**src/include/event_capture_cfg.svh**
```systemverilog
// Constants for the fast event capture unit.
// Assumes a single clock domain where one clock cycle is one state time.
`ifndef EVENT_CAPTURE_CFG_SVH
`define EVENT_CAPTURE_CFG_SVH

`define CAP_LINES        4
`define CAP_TAG_W        16
`define CAP_FIFO_DEPTH   8
`define CAP_FIFO_AW      3
`define CAP_RES_STATES   4'h9
`define CAP_TICK_STATES  4'h8
`define CAP_XFER_STATES  4'h8
`define CAP_PHASE_MAX    4'h8
`define CAP_TICK_LAST    4'h7
`define CAP_SKIP_PHASE   4'h8
`define CAP_ZERO_TAG     16'h0000
`define CAP_ZERO_LINES   4'h0
`define CAP_ZERO_CNT     4'h0
`define CAP_ONE_CNT      4'h1
`define CAP_ZERO_PTR     3'h0
`define CAP_ONE_PTR      3'h1
`define CAP_ZERO_FILL    4'h0
`define CAP_FULL_FILL    4'h8

`endif

```
**src/include/event_capture_pkg.sv**
```systemverilog
// Types shared by the fast event capture unit.
// Assumes event_capture_cfg.svh is included first.
package event_capture_pkg;

  typedef enum logic [1:0] {
    HOLD_EMPTY = 2'b01,
    HOLD_FULL  = 2'b10
  } hold_state_e;

endpackage : event_capture_pkg

```
**src/hdl/event_line_resolver.sv**
```systemverilog
// One capture input line with its resolution window.
// Assumes the input is synchronous to clk.
`timescale 1ns/10ps
`include "event_capture_cfg.svh"

module event_line_resolver
(
  input  wire logic clk,
  input  wire logic reset_n,
  input  wire logic line_in,
  input  wire logic sample_ok,
  output logic      hit
);

  logic prev_ff;
  logic pend_ff;
  logic edge_seen;

  assign edge_seen = line_in && !prev_ff;
  // An edge waits for the next sample phase; a further edge on the same line
  // before then folds into it, so each line resolves one event per period.
  assign hit       = sample_ok && (edge_seen || pend_ff);

  always_ff @(posedge clk or negedge reset_n)
  begin
    if (!reset_n)
      prev_ff <= 1'b0;
    else
      prev_ff <= line_in;
  end

  // An edge outside the sample phase is kept, so a later event in another
  // phase is still recorded at the next sample point.
  always_ff @(posedge clk or negedge reset_n)
  begin
    if (!reset_n)
      pend_ff <= 1'b0;
    else if (sample_ok)
      pend_ff <= 1'b0;
    else if (edge_seen)
      pend_ff <= 1'b1;
  end

endmodule : event_line_resolver

```
**src/hdl/fast_event_capture_unit.sv**
```systemverilog
// Fast event capture unit: time-tags input events into a holding register and FIFO.
// Assumes one clock cycle per state time and inputs synchronous to clk.
// Summary of operation
// - Each input line resolves at most one event per 9 state times; closer ones may drop.
// - The timer ticks every 8 states but is sampled every 9, so one value in 9 goes unused.
// - The first two events into an empty FIFO in the same phase share one tag.
// - A second event in another phase within 9 states is tagged one count later.
// - If that next count is the skipped value the second tag is two counts later.
// - With FIFO and holding register empty the first event moves to holding after 8 states.
// - An event after that move, once holding is read, acts as a new first event into an empty FIFO.
`timescale 1ns/10ps
`include "event_capture_cfg.svh"

module fast_event_capture_unit
(
  input  wire logic                  clk,
  input  wire logic                  reset_n,
  input  wire logic [`CAP_LINES-1:0] event_in,
  input  wire logic                  read_pop,
  output logic                       hold_valid,
  output logic [`CAP_TAG_W-1:0]      hold_tag,
  output logic [`CAP_LINES-1:0]      hold_lines,
  output logic                       fifo_overflow,
  output logic [`CAP_TAG_W-1:0]      timer_value
);

  event_capture_pkg::hold_state_e hold_st_ff;
  logic [`CAP_TAG_W-1:0]  timer_ff;
  logic [3:0]             tick_ff;
  logic [3:0]             phase_ff;
  logic [3:0]             xfer_ff;
  logic [`CAP_LINES-1:0]  hits;
  logic                   sample_ok;
  logic                   any_hit;
  logic [`CAP_TAG_W-1:0]  tag_now;
  logic [`CAP_TAG_W-1:0]  fifo_tag  [`CAP_FIFO_DEPTH];
  logic [`CAP_LINES-1:0]  fifo_line [`CAP_FIFO_DEPTH];
  logic [`CAP_FIFO_AW-1:0] rd_ptr_ff;
  logic [`CAP_FIFO_AW-1:0] wr_ptr_ff;
  logic [3:0]             fill_ff;
  logic                   fifo_empty;
  logic                   fifo_full;
  logic                   push;
  logic                   pop;
  logic                   load_hold;

  // Pending edges of all lines are recorded on one phase of a 9-state cycle.
  assign sample_ok = (phase_ff == `CAP_ZERO_CNT);

  genvar gi;
  generate
    for (gi = 0; gi < `CAP_LINES; gi = gi + 1)
    begin : g_line
      event_line_resolver u_res
      (
        .clk       (clk),
        .reset_n   (reset_n),
        .line_in   (event_in[gi]),
        .sample_ok (sample_ok),
        .hit       (hits[gi])
      );
    end
  endgenerate

  assign any_hit    = |hits;
  // Sampling at a 9-state rate against an 8-state timer skips one value in nine.
  assign tag_now    = timer_ff;
  assign fifo_empty = (fill_ff == `CAP_ZERO_FILL);
  assign fifo_full  = (fill_ff == `CAP_FULL_FILL);
  assign load_hold  = (xfer_ff == `CAP_ONE_CNT) && !fifo_empty &&
                      (hold_st_ff == event_capture_pkg::HOLD_EMPTY);
  assign pop        = load_hold ||
                      (read_pop && (hold_st_ff == event_capture_pkg::HOLD_FULL) && !fifo_empty);
  assign push       = any_hit && (!fifo_full || pop);

  always_ff @(posedge clk or negedge reset_n)
  begin
    if (!reset_n)
      phase_ff <= `CAP_ZERO_CNT;
    else if (phase_ff == `CAP_PHASE_MAX)
      phase_ff <= `CAP_ZERO_CNT;
    else
      phase_ff <= phase_ff + `CAP_ONE_CNT;
  end

  always_ff @(posedge clk or negedge reset_n)
  begin
    if (!reset_n)
    begin
      tick_ff  <= `CAP_ZERO_CNT;
      timer_ff <= `CAP_ZERO_TAG;
    end
    else if (tick_ff == `CAP_TICK_LAST)
    begin
      tick_ff  <= `CAP_ZERO_CNT;
      timer_ff <= timer_ff + `CAP_TAG_W'(1);
    end
    else
      tick_ff <= tick_ff + `CAP_ONE_CNT;
  end

  // Second event one resolution later sees the timer one or two counts on.
  // Two counts happen when the 8-state tick fell twice within the 9 states.

  always_ff @(posedge clk or negedge reset_n)
  begin
    if (!reset_n)
      xfer_ff <= `CAP_ZERO_CNT;
    else if (push && fifo_empty && !pop && (xfer_ff == `CAP_ZERO_CNT) &&
             ((hold_st_ff == event_capture_pkg::HOLD_EMPTY) || read_pop))
      xfer_ff <= `CAP_XFER_STATES;
    else if (xfer_ff != `CAP_ZERO_CNT)
      xfer_ff <= xfer_ff - `CAP_ONE_CNT;
  end

  always_ff @(posedge clk)
  begin
    if (push)
    begin
      fifo_tag[wr_ptr_ff]  <= tag_now;
      fifo_line[wr_ptr_ff] <= hits;
    end
  end

  always_ff @(posedge clk or negedge reset_n)
  begin
    if (!reset_n)
    begin
      wr_ptr_ff <= `CAP_ZERO_PTR;
      rd_ptr_ff <= `CAP_ZERO_PTR;
      fill_ff   <= `CAP_ZERO_FILL;
    end
    else
    begin
      if (push)
        wr_ptr_ff <= wr_ptr_ff + `CAP_ONE_PTR;
      if (pop)
        rd_ptr_ff <= rd_ptr_ff + `CAP_ONE_PTR;
      if (push && !pop)
        fill_ff <= fill_ff + `CAP_ONE_CNT;
      else if (pop && !push)
        fill_ff <= fill_ff - `CAP_ONE_CNT;
    end
  end

  always_ff @(posedge clk or negedge reset_n)
  begin
    if (!reset_n)
      fifo_overflow <= 1'b0;
    else if (any_hit && fifo_full && !pop)
      fifo_overflow <= 1'b1;
  end

  // Holding register: loaded after the transfer delay, refilled on a read while the FIFO holds an entry, else emptied.
  always_ff @(posedge clk or negedge reset_n)
  begin
    if (!reset_n)
    begin
      hold_st_ff <= event_capture_pkg::HOLD_EMPTY;
      hold_valid <= 1'b0;
      hold_tag   <= `CAP_ZERO_TAG;
      hold_lines <= `CAP_ZERO_LINES;
    end
    else
    begin
      case (hold_st_ff)
        event_capture_pkg::HOLD_EMPTY:
        begin
          if (load_hold)
          begin
            hold_st_ff <= event_capture_pkg::HOLD_FULL;
            hold_valid <= 1'b1;
            hold_tag   <= fifo_tag[rd_ptr_ff];
            hold_lines <= fifo_line[rd_ptr_ff];
          end
        end
        event_capture_pkg::HOLD_FULL:
        begin
          if (read_pop && !fifo_empty)
          begin
            hold_tag   <= fifo_tag[rd_ptr_ff];
            hold_lines <= fifo_line[rd_ptr_ff];
          end
          else if (read_pop)
          begin
            hold_st_ff <= event_capture_pkg::HOLD_EMPTY;
            hold_valid <= 1'b0;
          end
        end
        default:
        begin
          hold_st_ff <= event_capture_pkg::HOLD_EMPTY;
          hold_valid <= 1'b0;
        end
      endcase
    end
  end

  always_ff @(posedge clk or negedge reset_n)
  begin
    if (!reset_n)
      timer_value <= `CAP_ZERO_TAG;
    else
      timer_value <= timer_ff;
  end

endmodule : fast_event_capture_unit

```
**config.mk**
```make
export PLATFORM = sky130hd
export DESIGN_NAME = fast_event_capture_unit
export DESIGN_NICKNAME = d
export VERILOG_FILES = /design/src/include/event_capture_pkg.sv /design/src/hdl/event_line_resolver.sv /design/src/hdl/fast_event_capture_unit.sv
export VERILOG_INCLUDE_DIRS = /design/src /design/src/include
export SDC_FILE = /design/constraint.sdc
export NUM_CORES = 1
export LEC_CHECK = 0
export BUFFER_PORTS_ARGS = -buffer_cell sky130_fd_sc_hd__buf_2
export CORE_MARGIN = 10
export CORE_UTILIZATION = 30
export CTS_CLUSTER_SIZE = 10
export DETAILED_ROUTE_END_ITERATION = 10
export SYNTH_ARGS = -nofsm -noshare
export SYNTH_HDL_FRONTEND = slang
export SYNTH_HIERARCHICAL = 1
export SYNTH_SLANG_ARGS = --single-unit
```
**constraint.sdc**
```tcl
create_clock -name clk -period 4.6 [get_ports clk]
set_input_delay 1.15 -clock clk [delete_from_list [all_inputs] [get_ports clk]]
set_output_delay 1.15 -clock clk [all_outputs]
set_load 0.1 [all_outputs]
```
==> flow_summary_export.csv <==
group,metric,value,unit
global_routing,globalRoute.totalOverflow,0,
power,power_switching,2.155,mW
clocking,clock_path_buffers,3,
cells_and_area,postLayoutCoreUtil,35.47,%
synthesis,syn_nets,517,
place,dpl_cell_area,10440,sq um
power,ir_drop,0.2482,mV
power,p_clk_share,30.5,%
sta,slew_headroom,43.32,%
synthesis,async_flop_share,34.69,%
critical_path,critPathKind,"flop to flop",
power,p_leak,4.079,nW
cells_and_area,area_growth,16.04,%
sta,fin_setup_tns,0,ns
worst_hold_path,hp-class,"flop to flop",
synthesis,ys.flop_type,"edfxtp_1",
routing,wl,19110,microns
critical_path,r2r-start,"phase_ff[0]",
clocking,cts_setup_buffers,0,
routing,detailroute.via_count,4665,
critical_path,crit_path_max_fanout,9,
clocking,numCtsBuffers,28,
sta,tightest_slew,0.8502,ns
clocking,clkTransAtPathRegs,0.06,ns
cells_and_area,nNetsFinal,589,
power,switching_share,33.26,%
job,drv_cap,0,
outcome,status,"completed",
synthesis,yosysSeqAreaShare,71.52,%
synthesis,synth_edf_count,160,
die,ioPinCount,45,
power,p_seq_share,41.3,%
global_routing,grt_pass1_wl,29690,microns
synthesis,yosysTopAreaCell,"edfxtp_1",
global_routing,grt_pass1_vias,5026,
cells_and_area,final_cell_mix,"160 x edfxtp_1, 83 x dfrtp_1, 43 x buf_2",
clocking,tritoncts,"yes",
place,port_buffers,44,
cells_and_area,num-fill-cells,2941,
routing,drcViolationCount,0,
critical_path,endpoint_kind,"flop",
clocking,clock-sinks,245,
routing,drt-vias-per-instance,4.698,
power,comb_power_share,28.2,%
die,core,31720,sq um
place,place_congestion,0.7318,
sta,final_hold_viol_count,0,
critical_path,critPathRequiredTime,4.98,ns
clocking,ctsResizeCount,0,
cells_and_area,final_area,11250,sq um
sta,slew_violations,0,
routing,drtIter0Drc,303,
critical_path,r2r_end,"fill_ff[3]",
synthesis,ys_types,46,
cells_and_area,insertedDiodeCount,0,
critical_path,worstSetupStartpointType,"flop",
clocking,hold_buffers,0,
die,dieArea,39900,sq um
cells_and_area,drive_gt1_share,26.23,%
place,dp_hpwl,11620,microns
synthesis,syn_area_per_cell,19.51,sq um
critical_path,startpoint,"phase_ff[0]",
synthesis,synth.area.top_cells,"edfxtp_1 50%, dfrtp_1 22%, mux4_1 8.9%, mux2_2 3.7%, mux2_4 2.0%",
sta,timing.fmax,0.2460,GHz
routing,ant_nets,0,
die,die_w,199.8,microns
cells_and_area,layout_commonest_cell,"edfxtp_1",
power,power.density,576.1,nW/um^2
die,initial_utilization,30.56,%
critical_path,rr_worst_depth,13,
sta,rsz0062_at_grt,"false",
routing,post_drt_wl_per_cell,19.25,microns
synthesis,synth.cell_area,9694,sq um
sta,hold_ws,0.4608,ns
synthesis,synth_cells,497,
critical_path,crit_arrival,4.44,ns
routing,first_pass_iters,4,
critical_path,r2r_slack,0.53,ns
die,rows,65,
sta,finalCritPeriodShare,88.37,%
global_routing,grt_usage,9.644,%
power,p_int,4.326,mW
clocking,htree_num_levels,1,
synthesis,yosys.area.top_type_share,49.56,%
sta,setup_viol,0,
clocking,clk_latency,0.52,ns
sta,finClkSkew,0.008901,ns
critical_path,crit_end,"fill_ff[3]",
synthesis,synth_seq_cells,245,
synthesis,yosys_warnings,6,
global_routing,grt_antenna_before_repair,0,
power,power,6.481,mW
global_routing,grt_max_degree,63,
die,die_y,199.8,microns
clocking,cts-root-buf,"clkbuf_16",
sta,min_period,4.065,ns
## power by group through the flow
stage,clock network [mW],registers [mW],logic (mW)
floorplan,0,3.29,0.940
global placement,0,2.71,1.81
detailed placement,0,2.73,1.85
CTS,2.02,2.68,1.86
global route,2.11,2.71,1.94
finish,1.98,2.68,1.83
## layout make-up
type,count,area [sq um],area share [%]
Clock inverter,1,5.005,0.04449
Sequential cell,245,6934,61.64
Clock buffer,51,808.3,7.185
Inverter,10,37.54,0.3337
Tap cell,402,503.0,4.471
Timing Repair Buffer,58,327.8,2.914
Multi-Input combinational cell,226,2634,23.41
## routing by layer
| layer | global-route usage (%) | share of wire, % |
|---|---|---|
| met5 | 0 | 0 |
| met4 | 3.253 | 2.3 |
| met3 | 1.591 | 4.3 |
| met2 | 16.96 | 51 |
| met1 | 11.79 | 43 |
## worst max-delay path, cell delays in order (launching register included)
cell,delay (ns)
dfrtp_1,0.41
inv_1,0.08
ha_1,0.23
nor3b_1,0.69
o21a_1,0.39
or4_1,0.29
nand2_1,0.15
inv_1,0.09
ha_1,0.21
inv_1,0.12
ha_1,0.32
a21o_1,0.20
a2111oi_0,0.54
o31ai_1,0.19
## sequential cells by signal, indices dropped and copies added, names as in the netlist
name,flops
fifo_line,32
fifo_overflow,1
fifo_tag,128
fill_ff,4
g_line.u_res/pend_ff,4
g_line.u_res/prev_ff,4
hold_lines,4
hold_st_ff,1
hold_tag,16
hold_valid,1
phase_ff,4
rd_ptr_ff,3
tag_now,16
tick_ff,4
timer_value,16
wr_ptr_ff,3
xfer_ff,4
## metrics by stage
step | worst slack (ns) | cells
CTS | 0.5056 | 993
floorplan | 0.8257 | 497
finish | 0.5348 | 993
global route | 0.05756 | 993
detailed placement | 0.2705 | 941
global placement | 0.5901 | 941
## synth_stat cells (all sizes together) (4+ instances only)
master,number
a21oi,5
buf,11
clkbuf,5
dfrtp,84
edfxtp,160
ha,12
inv,10
mux2,45
mux4,40
nand2,16
nand2b,4
nand3,6
nand4,4
nor2,14
nor2b,5
nor3,10
o21a,6
o21ai,4
o21ba,4
xnor2,12
xor2,13
## worst min-delay path by stage
| stage | from | slack [ns] | cells past startpoint | to |
|---|---|---|---|---|
| detailed placement | tick_ff[0] | 0.46 | 1 | tick_ff[0] |
| floorplan | tick_ff[0] | 0.43 | 1 | tick_ff[0] |
| finish | tick_ff[0] | 0.46 | 1 | tick_ff[0] |
| global route | tick_ff[0] | 0.49 | 1 | tick_ff[0] |
| global placement | tick_ff[0] | 0.45 | 1 | tick_ff[0] |
| CTS | tick_ff[0] | 0.47 | 1 | tick_ff[0] |
## cell families after synthesis
| family | count (synthesis) | share of synthesized area [%] |
|---|---|---|
| XOR/XNOR | 25 | 2.259 |
| adder cells (fa/ha/maj) | 13 | 1.755 |
| AND/OR/NAND/NOR | 75 | 4.466 |
| AO/OA/AOI/OAI | 27 | 1.975 |
| multiplexers | 86 | 16.40 |
| flip-flops | 245 | 71.52 |
| buffers and inverters | 26 | 1.626 |
No activity file was read; power rests on OpenSTA's default activity.
